==> src/hw/fsr_defs.svh <==
`ifndef FSR_DEFS_SVH
`define FSR_DEFS_SVH

// ==========================================================================
// Register map
`define FSR_CSR_OFS 32'h0000_0000
`define FSR_CAUSE_OFS 32'h0000_0004

// ==========================================================================
// Control/status field positions
`define FSR_OVERFLOW_FLAG_BIT 3
`define FSR_UNDERFLOW_FLAG_BIT 4
`define FSR_INEXACT_FLAG_BIT 5
`define FSR_OM_BIT 10
`define FSR_UM_BIT 11
`define FSR_PM_BIT 12
`define FSR_RC_LO 13
`define FSR_RC_HI 14
`define FSR_CSR_WMASK 32'h0000_7c38
`define FSR_CSR_RST 32'h0000_1c00

// ==========================================================================
// Exponent limits, biases and trap scaling
`define FSR_SGL_EMAX 13'sh007f
`define FSR_SGL_EMIN (-13'sh007e)
`define FSR_DBL_EMAX 13'sh03ff
`define FSR_DBL_EMIN (-13'sh03fe)
`define FSR_SGL_BIAS 13'sh007f
`define FSR_DBL_BIAS 13'sh03ff
`define FSR_SGL_SCALE 13'sh00c0
`define FSR_DBL_SCALE 13'sh0600
`define FSR_SGL_EXP_ONES 13'sh00ff
`define FSR_DBL_EXP_ONES 13'sh07ff

`endif

==> src/hw/fsr_pkg.sv <==
package fsr_pkg;

    // ======================================================================
    // Rounding modes in field order.
    typedef enum logic [1:0] {
        FSR_RC_NEAR,
        FSR_RC_DOWN,
        FSR_RC_UP,
        FSR_RC_ZERO
    } fsr_rc_e;

    // ======================================================================
    // One lane as the datapath hands it over: the result rounded with an
    // unbounded exponent, and the same result rounded with a bounded one.
    typedef struct packed {
        logic act;
        logic dbl;
        logic zero;
        logic sign;
        logic signed [12:0] exp;
        logic [51:0] frac;
        logic unb_inexact;
        logic [63:0] bnd;
        logic bnd_inexact;
    } fsr_lane_in_s;

    typedef struct packed {
        logic [63:0] res;
        logic ovf;
        logic unf;
        logic inex;
        logic trap_ovf;
        logic trap_unf;
        logic trap_inex;
    } fsr_lane_out_s;

    typedef struct packed {
        fsr_rc_e rc;
        logic om;
        logic um;
        logic pm;
    } fsr_ctrl_s;

endpackage : fsr_pkg

==> src/hw/fsr_lane_resp.sv <==
`timescale 1ns/1ps
`include "fsr_defs.svh"

module fsr_lane_resp (
    // Lane result and control
    input wire fsr_pkg::fsr_lane_in_s lane,
    input wire fsr_pkg::fsr_ctrl_s ctrl,
    // Response
    output fsr_pkg::fsr_lane_out_s resp
);

    // ======================================================================
    // Encoding
    function automatic logic [63:0] fsr_enc(input logic dbl, input logic s,
                                            input logic [12:0] be, input logic [51:0] f);
        if (dbl) begin
            fsr_enc = {s, be[10:0], f};
        end else begin
            fsr_enc = {32'h0, s, be[7:0], f[51:29]};
        end
    endfunction : fsr_enc

    // ======================================================================
    // Classification
    wire signed [12:0] emax = lane.dbl ? `FSR_DBL_EMAX : `FSR_SGL_EMAX;
    wire signed [12:0] emin = lane.dbl ? `FSR_DBL_EMIN : `FSR_SGL_EMIN;
    wire signed [12:0] bias = lane.dbl ? `FSR_DBL_BIAS : `FSR_SGL_BIAS;
    wire signed [12:0] scale = lane.dbl ? `FSR_DBL_SCALE : `FSR_SGL_SCALE;
    wire signed [12:0] ones = lane.dbl ? `FSR_DBL_EXP_ONES : `FSR_SGL_EXP_ONES;
    wire huge = lane.act && !lane.zero && (lane.exp > emax);
    wire tiny = lane.act && !lane.zero && (lane.exp < emin);
    wire ovf_un = huge && !ctrl.om;
    wire unf_un = tiny && !ctrl.um;

    // ======================================================================
    // Delivered value
    // Under directed rounding the largest finite value is delivered when the
    // rounding moves toward zero for this sign.
    wire use_max = (ctrl.rc == fsr_pkg::FSR_RC_ZERO) ||
                   (ctrl.rc == fsr_pkg::FSR_RC_DOWN && !lane.sign) ||
                   (ctrl.rc == fsr_pkg::FSR_RC_UP && lane.sign);
    wire [63:0] inf_val = fsr_enc(lane.dbl, lane.sign, ones, 52'h0);
    wire [63:0] max_val = fsr_enc(lane.dbl, lane.sign, 13'(ones - 13'sh0001),
                                  {52{1'b1}});
    wire [63:0] ovf_masked = use_max ? max_val : inf_val;
    wire signed [12:0] sc_exp = huge ? 13'(lane.exp - scale + bias)
                                     : 13'(lane.exp + scale + bias);
    wire [63:0] scaled = fsr_enc(lane.dbl, lane.sign, sc_exp, lane.frac);

    // ======================================================================
    // Flags
    wire inex = huge ? (ctrl.om || lane.unb_inexact)
              : unf_un ? lane.unb_inexact
              : lane.bnd_inexact;

    assign resp.res = (ovf_un || unf_un) ? scaled : huge ? ovf_masked : lane.bnd;
    assign resp.ovf = huge;
    assign resp.unf = tiny && (unf_un || lane.bnd_inexact);
    assign resp.inex = lane.act && inex;
    assign resp.trap_ovf = ovf_un;
    assign resp.trap_unf = unf_un;
    assign resp.trap_inex = lane.act && inex && !ctrl.pm;

endmodule : fsr_lane_resp

==> src/hw/fsr_exc_unit.sv <==
// Decided for this implementation: the register addresses and the AHB-Lite interface to the registers.
`timescale 1ns/1ps
`include "fsr_defs.svh"

module fsr_exc_unit #(
    parameter int LANES = 4
) (
    // Clock, reset, enable
    input wire logic clock,
    input wire logic rst_n,
    input wire logic ce,
    // AHB-Lite slave
    input wire logic hsel,
    input wire logic [31:0] haddr,
    input wire logic [1:0] htrans,
    input wire logic hwrite,
    input wire logic [2:0] hsize,
    input wire logic [31:0] hwdata,
    input wire logic hready,
    output logic hreadyout,
    output logic [31:0] hrdata,
    output logic hresp,
    // Operation results from the datapath
    input wire logic op_valid,
    input wire fsr_pkg::fsr_lane_in_s [LANES-1:0] op_lanes,
    // Delivered results and exception
    output logic res_valid,
    output logic [LANES-1:0][63:0] res_data,
    output logic fp_exc
);

    // ======================================================================
    // Bus address phase
    // Only whole-word singles are used, so hsize is accepted as given.
    wire addr_take = hsel && htrans[1] && hready;
    wire is_csr = (haddr[31:2] == 30'(`FSR_CSR_OFS >> 2));
    wire is_cause = (haddr[31:2] == 30'(`FSR_CAUSE_OFS >> 2));

    logic wr_csr_reg;
    logic wr_csr_next;
    logic ready_reg;
    logic [31:0] rdata_reg;
    logic [31:0] rdata_next;

    assign wr_csr_next = addr_take && hwrite && is_csr;

    // ======================================================================
    // Control/status register
    logic [31:0] csr_reg;
    logic [31:0] csr_next;
    logic [2:0] cause_reg;
    logic [2:0] cause_next;
    fsr_pkg::fsr_ctrl_s ctrl;

    assign ctrl.rc = fsr_pkg::fsr_rc_e'(csr_reg[`FSR_RC_HI:`FSR_RC_LO]);
    assign ctrl.om = csr_reg[`FSR_OM_BIT];
    assign ctrl.um = csr_reg[`FSR_UM_BIT];
    assign ctrl.pm = csr_reg[`FSR_PM_BIT];

    // ======================================================================
    // Lanes
    fsr_pkg::fsr_lane_out_s [LANES-1:0] lane_out;

    for (genvar i = 0; i < LANES; i++) begin : g_lane
        fsr_lane_resp u_lane (
            .lane(op_lanes[i]),
            .ctrl(ctrl),
            .resp(lane_out[i])
        );
    end

    function automatic logic [5:0] fsr_or_lanes(
        input fsr_pkg::fsr_lane_out_s [LANES-1:0] lo);
        logic [5:0] acc;
        acc = 6'h00;
        for (int k = 0; k < LANES; k++) begin
            acc = acc | {lo[k].ovf, lo[k].unf, lo[k].inex,
                         lo[k].trap_ovf, lo[k].trap_unf, lo[k].trap_inex};
        end
        fsr_or_lanes = acc;
    endfunction : fsr_or_lanes

    wire [5:0] any = op_valid ? fsr_or_lanes(lane_out) : 6'h00;
    wire any_trap = |any[2:0];

    // A write and a flag event in one cycle: the event wins, so no
    // exception is lost to a clearing write.
    wire [31:0] csr_base = wr_csr_reg ? (hwdata & `FSR_CSR_WMASK) : csr_reg;
    wire [31:0] evt_bits = (32'(any[5]) << `FSR_OVERFLOW_FLAG_BIT) |
                           (32'(any[4]) << `FSR_UNDERFLOW_FLAG_BIT) |
                           (32'(any[3]) << `FSR_INEXACT_FLAG_BIT);
    assign csr_next = csr_base | evt_bits;
    assign cause_next = any_trap ? any[2:0] : cause_reg;

    // Read data is sampled in the address phase from the next-state value,
    // so a read right after a write sees the written value.
    assign rdata_next = (addr_take && !hwrite && is_csr) ? csr_next
                      : (addr_take && !hwrite && is_cause) ? {29'h0, cause_next}
                      : 32'h0;

    // ======================================================================
    // Registers
    always_ff @(posedge clock) begin
        if (!rst_n) begin
            wr_csr_reg <= 1'b0;
            ready_reg <= 1'b0;
            rdata_reg <= 32'h0;
            csr_reg <= `FSR_CSR_RST;
            cause_reg <= 3'h0;
        end else if (ce) begin
            wr_csr_reg <= wr_csr_next;
            ready_reg <= 1'b1;
            rdata_reg <= rdata_next;
            csr_reg <= csr_next;
            cause_reg <= cause_next;
        end
    end

    logic res_valid_reg;
    logic fp_exc_reg;
    logic [LANES-1:0][63:0] res_reg;

    always_ff @(posedge clock) begin
        if (!rst_n) begin
            res_valid_reg <= 1'b0;
            fp_exc_reg <= 1'b0;
            res_reg <= '0;
        end else if (ce) begin
            res_valid_reg <= op_valid;
            fp_exc_reg <= any_trap;
            for (int k = 0; k < LANES; k++) begin
                if (op_valid) begin
                    res_reg[k] <= lane_out[k].res;
                end
            end
        end
    end

    assign hreadyout = ready_reg;
    assign hrdata = rdata_reg;
    assign hresp = 1'b0;
    assign res_valid = res_valid_reg;
    assign res_data = res_reg;
    assign fp_exc = fp_exc_reg;

    wire fsr_pkg::fsr_lane_in_s l0 = op_lanes[0];
    wire l0_go = ce && op_valid && l0.act && !l0.zero;
    wire l0_sgl_huge = l0_go && !l0.dbl && (l0.exp > `FSR_SGL_EMAX);
    wire l0_dbl_huge = l0_go && l0.dbl && (l0.exp > `FSR_DBL_EMAX);
    wire l0_sgl_tiny = l0_go && !l0.dbl && (l0.exp < `FSR_SGL_EMIN);
    wire l0_dbl_tiny = l0_go && l0.dbl && (l0.exp < `FSR_DBL_EMIN);
    wire l0_plain = l0_go && !l0_sgl_huge && !l0_dbl_huge && !l0_sgl_tiny && !l0_dbl_tiny;
    wire [7:0] l0_sgl_ovf_exp = 8'(l0.exp - `FSR_SGL_SCALE + `FSR_SGL_BIAS);
    wire [7:0] l0_sgl_unf_exp = 8'(l0.exp + `FSR_SGL_SCALE + `FSR_SGL_BIAS);
endmodule : fsr_exc_unit

==> config.mk <==
export PLATFORM = sky130hd
export DESIGN_NAME = fsr_exc_unit
export DESIGN_NICKNAME = d
export VERILOG_FILES = /design/src/hw/fsr_pkg.sv /design/src/hw/fsr_lane_resp.sv /design/src/hw/fsr_exc_unit.sv
export VERILOG_INCLUDE_DIRS = /design/src /design/src/hw
export SDC_FILE = /design/constraint.sdc
export NUM_CORES = 1
export LEC_CHECK = 0
export BUFFER_PORTS_ARGS = -buffer_cell sky130_fd_sc_hd__buf_2
export CAP_MARGIN = 15
export CELL_PAD_IN_SITES_DETAIL_PLACEMENT = 1
export CELL_PAD_IN_SITES_GLOBAL_PLACEMENT = 2
export CORE_AREA = 2 2 349 351
export CTS_BUF_LIST = sky130_fd_sc_hd__clkbuf_16
export CTS_CLUSTER_DIAMETER = 50
export DETAILED_ROUTE_END_ITERATION = 16
export DIE_AREA = 0 0 351 353
export PLACE_DENSITY = 0.59
export SYNTH_ARGS = -nofsm -noshare
export SYNTH_HDL_FRONTEND = slang
export SYNTH_SLANG_ARGS = --single-unit
==> constraint.sdc <==
create_clock -name clock -period 7.6 [get_ports clock]
set_clock_uncertainty 0.1 [all_clocks]
set_input_delay 0.38 -clock clock [delete_from_list [all_inputs] [get_ports clock]]
set_output_delay 0.38 -clock clock [all_outputs]
set_load 0.02 [all_outputs]
==> results of run 1 <==
[critical path, delay by kind of cell]
| kind | cells | cell delay [ns] |
|---|---|---|
| AND/OR/NAND/NOR | 6 | 1.68 |
| buffers and inverters | 3 | 1.31 |
| AO/OA/AOI/OAI | 2 | 1.14 |
| adder cells (fa/ha/maj) | 1 | 0.53 |
[metrics by stage]
| step | area, um^2 | utilization |
|---|---|---|
| detailed placement | 27600 | 0.228 |
| global route | 32700 | 0.271 |
| floorplan | 21600 | - |
| global placement | 27600 | 0.228 |
| CTS | 32700 | 0.271 |
| finish | 32800 | 0.272 |
[per-layer routing]
layer  track usage  up-vias  part of all wire
met5             0        -            0.0020
met3        0.0505      183             0.064
met1         0.227    12000              0.41
met4        0.0452       36             0.019
met2         0.342      734              0.50
li1              -    11700                 -
[placed cells by master (no fill, tap or decap), types with 19 or more instances in the layout]
master         instances
buf_2                874
dfxtp_1              326
a21oi_1              289
dlygate4sd3_1        258
nor2_1               233
nand2_1              229
o21ai_0              214
ha_1                 175
inv_1                143
mux2i_1               89
clkbuf_16             76
nor3_1                71
xnor2_1               68
a22oi_1               53
o211ai_1              49
a31oi_1               48
a311oi_1              47
buf_4                 40
mux2_2                39
and3_1                34
o21ai_1               31
and2_1                30
a221o_1               24
fa_1                  24
a221oi_1              22
diode_2               20
nand2b_1              19
[worst max path at each step]
| stage | startpoint | endpoint | depth (start not counted) |
|---|---|---|---|
| 6_report | op_lanes[538] | res_data[226]$_SDFFE_PN0P_ | 12 |
| 5_1_grt | op_lanes[538] | res_data[234]$_SDFFE_PN0P_ | 12 |
| 4_1_cts | op_lanes[538] | res_data[227]$_SDFFE_PN0P_ | 12 |
| 3_5_place_dp | op_lanes[538] | res_data[226]$_SDFFE_PN0P_ | 12 |
| 3_3_place_gp | op_lanes[538] | res_data[227]$_SDFFE_PN0P_ | 12 |
| 2_1_floorplan | op_lanes[403] | res_data[132]$_SDFFE_PN0P_ | 14 |
[what timing repair did]
action / CTS / global route
hold buffers: 258 / 0
resized for setup: 0 / 0
hold endpoints to repair: 214 / 0
[final cells by class]
| type | count | share of cell area |
|---|---|---|
| multi-input combinational | 2014 | 0.419 |
| antenna | 20 | 0.00153 |
| clock inverter | 61 | 0.0205 |
| clock buffer | 76 | 0.0581 |
| tap | 1625 | 0.0621 |
| sequential | 327 | 0.200 |
| inverter | 141 | 0.0163 |
| timing repair buffer | 1175 | 0.223 |
[cell families after synthesis]
family	count (synthesis)	share of synthesized area
AOI/OAI and AO/OA	888	0.260
and+or+nand+nor	711	0.151
adders and majority gates	200	0.124
buffers and inverters	349	0.0643
other	1	0.000174
DFF	327	0.304
muxes	130	0.0627
xor gates and xnor gates	84	0.0341
[power groups by stage]
| stage | combinational (uW) | clock (uW) | sequential [uW] |
|---|---|---|---|
| after floorplan | 715 | 0 | 1990 |
| after global placement | 1400 | 0 | 1880 |
| after detailed placement | 1400 | 0 | 1880 |
| after CTS | 1520 | 3460 | 1850 |
| after global routing | 1660 | 3550 | 1860 |
| final | 1500 | 3370 | 1850 |
==> metrics.yaml, run 1 <==
ir_drop_mv: 0.138
die_y_um: 353
start_kind: "primary input"
syn_area_um2: 21600
path_clk_slew_ns: 0.05
combinationalPowerShare: 0.223
dp_slack_ns: 2.18
power_frac_clock: 0.501
fillCellCount: 14600
grt_usage: 0.192
post-cts-setup-buffers: 0
fp-row-count: 128
cap_violations: 0
fmax_mhz: 210
area_growth_pct: 52.0
async_flop_share: 0
ys_seq_elements: 327
syn_avg_cell_area_um2: 8.01
synth_top_area_frac: 0.304
dp_hpwl_um: 93200
avgViaCountPerCell: 4.54
hold_violations: 0
io_pins: 908
multi_input_area_um2: 13700
final_cells: 5439
p_switching_uw: 2090
clk_latency_ns: 0.62
grt_overflow: 0
crit_required_ns: 7.97
start_util: 0.179
setup_ws_ns: 2.84
synth.net_count: 3505
power_frac_seq: 0.275
max_stage_delay_ns: 0.88
synth_cells: 2690
antenna_found_initial: 50
wire_per_inst_um: 22.8
rr_startpoint: "csr_reg[11]$_SDFFE_PN1P_"
synth_commonest_cells: "dfxtp_1 (327), a21oi_1 (291), nor2_1 (237)"
relSlewSlack: 0.203
cts_sinks: 327
yosys-top-cells-area: "dfxtp_1 (30%), ha_1 (10%), a21oi_1 (6.8%), o21ai_0 (5.0%), mux2i_1 (4.1%)"
synth_top_cell_by_area: "dfxtp_1"
crit_chain: "buf_4 > inv_1 > ha_1 > or2_1 > nor4_1 > nor4b_2 > nand2_2 > o21ai_4 > buf_4 > nor2_1 > a311oi_1 > nor3_1"
synth.distinct_cells: 95
finalSetupViolCount: 0
nets: 4549
grt_max_degree: 153
synth_warnings: 0
min_period_ns: 4.76
end_kind: "register"
synth.most_common_cell: "dfxtp_1"
drtAntennaViolNets: 0
synth_edf_count: 0
critPathSlowestCell: "o21ai_4"
fp.coreArea_um2: 121000
critical_path_arrival_ns: 5.12
hold_slack_ns: 0.0491
powerDensity_nw_per_um2: 205
h-tree-depth: 3
cp_common_cell: "buf_4"
firstDrtPassIters: 5
grt_pass1_vias: 25900
drive_gt1_frac: 0.296
status: "completed"
drc: 0
path_class: "in -> reg"
ff2ff_path_depth: 9
cp_max_fo: 35
drv_slew: 0
fin_crit_sh: 0.626
fin_tns_setup_ns: 0
hold_path_class: "in -> reg"
die-area_um2: 124000
dp_cells: 5024
cts_buffers: 75
holdPathEnd: "res_data[149]$_SDFFE_PN0P_"
swShare: 0.310
r2r_slack_ns: 3.84
wirelength_um: 124000
cts_tree: "done"
grt_pass1_wl_um: 178000
worstMarginPinSlew_ns: 1.19
gp_congestion: 0.814
via_count: 24700
yosysSeqAreaShare: 0.304
p_int_uw: 4640
clk_path_buf_depth: 3
port_buffers: 876
drt_first_iter_violations: 1124
rr_endpoint: "res_data[129]$_SDFFE_PN0P_"
cts-root-buf: "clkbuf_16"
p_leak_uw: 0.0151
total_power_uw: 6730
final-seq-area_um2: 6550
min_from: "op_lanes[292]"
hold_depth: 4
die_x_um: 351
largest_register_ffs: 256
rsz0062_at_grt: "false"
synth_ff_type: "dfxtp_1"
(Power assumes the default switching activity.)
==> run 2, diff against run 1 <==
--- a/config.mk
+++ b/config.mk
@@ -10,12 +10,12 @@
 export CAP_MARGIN = 15
 export CELL_PAD_IN_SITES_DETAIL_PLACEMENT = 1
 export CELL_PAD_IN_SITES_GLOBAL_PLACEMENT = 2
-export CORE_AREA = 2 2 349 351
+export CORE_AREA = 2 2 351 353
 export CTS_BUF_LIST = sky130_fd_sc_hd__clkbuf_16
 export CTS_CLUSTER_DIAMETER = 50
 export DETAILED_ROUTE_END_ITERATION = 16
-export DIE_AREA = 0 0 351 353
-export PLACE_DENSITY = 0.59
+export DIE_AREA = 0 0 353 355
+export PLACE_DENSITY = 0.6
 export SYNTH_ARGS = -nofsm -noshare
 export SYNTH_HDL_FRONTEND = slang
 export SYNTH_SLANG_ARGS = --single-unit
==> constraint.sdc (replaced) <==
create_clock -name clock -period 4.18 [get_ports clock]
set_clock_uncertainty 0.1 [all_clocks]
set_input_delay 0.209 -clock clock [delete_from_list [all_inputs] [get_ports clock]]
set_output_delay 0.209 -clock clock [all_outputs]
set_load 0.02 [all_outputs]
==> run 2 against run 1 <==
Compared with the run above: flip-flop and latch count unchanged; die area up 1.1%; sequential share of layout area down 1.3 points; final cell count up 4.4%; critical path type unchanged; critical endpoint is now res_data[192]$_SDFFE_PN0P_; highest routed layer unchanged.
==> metrics.yaml, run 2 (synthesis gave the netlist of run 1 again) <==
largest_register_ffs: 256  # unchanged
cp_max_fo: 17  # -51%
post-cts-setup-buffers: 0  # unchanged
startpoint: "op_lanes[538]"
crit_family: "simple AND/OR/NAND/NOR gates"
worstMarginPinSlew_ns: 1.16  # -0.0337 ns
final_cells: 5677  # +4.4%
gp_congestion: 0.830  # +2.0%
fmax_mhz: 265
nets: 4797  # +5.5%
critPathSlowestCell: "dlygate4sd3_1"
grt_overflow: 0  # unchanged
clk_latency_ns: 0.62  # about the same
path_clk_slew_ns: 0.05  # about the same
die_y_um: 355  # +0.57%
fp-row-count: 128  # unchanged
ir_drop_mv: 0.296  # +110%
port_buffers: 876  # unchanged
cp_num_buf_inv: 5  # +2
drv_slew: 0  # unchanged
r2r_slack_ns: 0.58  # -3.26 ns
end_kind: "register"
fin_tns_setup_ns: 0  # unchanged
avgViaCountPerCell: 4.55  # +0.19%
p_leak_uw: 0.0162  # +7.4%
grt_usage: 0.200  # +0.00783
dp_hpwl_um: 98400  # +5.6%
status: "completed"
fin_crit_sh: 0.903
clk_path_buf_depth: 3  # unchanged
start_kind: "primary input"
critical_path_arrival_ns: 4.18  # -0.94 ns
wirelength_um: 129000  # +4.6%
antenna_found_initial: 45  # -10%
min_period_ns: 3.78
start_util: 0.178  # -0.00118
cts_buffers: 71  # -5.3%
via_count: 25800  # +4.6%
firstDrtPassIters: 5  # unchanged
finalSetupViolCount: 0  # unchanged
fp.coreArea_um2: 121000  # +0.66%
mostFrequentLayoutCell: "buf_2"
powerDensity_nw_per_um2: 347  # +69%
drt_first_iter_violations: 1064  # -5.3%
cts-root-buf: "clkbuf_16"
min_from: "op_lanes[455]"
hold_path_class: "in -> reg"
hold_violations: 0  # unchanged
relSlewSlack: 0.226  # +0.0236
io_pins: 908  # unchanged
grt_pass1_wl_um: 188000  # +5.9%
crit_required_ns: 4.59  # -3.38 ns
wire_per_inst_um: 22.8  # +0.21%
hold_slack_ns: 0.0378  # -0.0112 ns
rsz0062_at_grt: "false"
dp_cells: 5061  # +0.74%
max_stage_delay_ns: 0.58  # -0.30 ns
cts_tree: "done"
path_class: "in -> reg"
drive_gt1_frac: 0.285  # -0.0103
rr_startpoint: "csr_reg[11]$_SDFFE_PN1P_"
post-route-util: 0.289  # +0.0175
die_x_um: 353  # +0.57%
grt_max_degree: 142  # -7.2%
h-tree-depth: 3  # unchanged
cts_sinks: 327  # unchanged
cap_violations: 0  # unchanged
drtAntennaViolNets: 0  # unchanged
grt_pass1_vias: 27800  # +7.2%
fillCellCount: 14700  # +0.86%
layout_common_cells: "buf_2 (874), dlygate4sd3_1 (472), dfxtp_1 (326), a21oi_1 (289), nor2_1 (233)"
die-area_um2: 125000  # +1.1%
area_growth_pct: 62.8
drc: 0  # unchanged
crit_chain: "buf_4 > inv_1 > ha_1 > or2_1 > nor4_1 > nor4b_2 > buf_4 > and3_1 > nor2_4 > nor2_1 > a21oi_1 > dlygate4sd3_1 > a21oi_1 > dlygate4sd3_1"
run 2: final cells by class:
cell class / instances / area [um^2] / area share
tap: 1625 / 2030 / 0.0579
sequential: 327 / 6550 / 0.187
inverter: 141 / 534 / 0.0152
antenna: 13 / 32.5 / 0.000927
clock buffer: 72 / 1800 / 0.0513
multi-input combinational: 2015 / 13700 / 0.391
timing repair buffer: 1426 / 9790 / 0.279
clock inverter: 58 / 627 / 0.0179
run 2: final timing paths:
check,endpoint,cells after the start
max,res_data[192]$_SDFFE_PN0P_,14
min reg2reg,res_data[67]$_SDFFE_PN0P_,2
max reg2reg,res_data[192]$_SDFFE_PN0P_,8
min,res_data[241]$_SDFFE_PN0P_,5
run 2: stage by stage:
step           setup WS (ns)  total power [uW]  cell area (um^2)
2_1_floorplan          0.956              4910             21600
3_5_place_dp           0.341              6040             27900
5_1_grt                0.214             12800             35100
6_report               0.405             12200             35100
3_3_place_gp           0.396              6020             27900
4_1_cts                0.124             12400             35000
run 2: repair_timing:
item,4_1_cts,5_1_grt
gates resized for setup,0,2
hold buffers,472,0
endpoints found under the hold margin,288,0
endpoints found under the setup margin,0,7
run 2: power breakdown:
group          switching, uW  internal, uW  total, uW
logic                   1650          1320       2980
clock network           2110          3730       5840
registers               82.3          3280       3370
run 2: per-layer routing:
layer  GRT usage  wire length, um  part of all wire
met1       0.231            52800              0.41
met2       0.358            64200              0.50
met3      0.0524             7900             0.061
met4      0.0592             4220             0.033
met5           0              277            0.0021
run 2: worst min-delay path, cell delays in order:
cell      delay, ns
buf_2          0.08
a21oi_1        0.05
nor2_1         0.15
a311oi_1       0.09
nor3_1         0.12
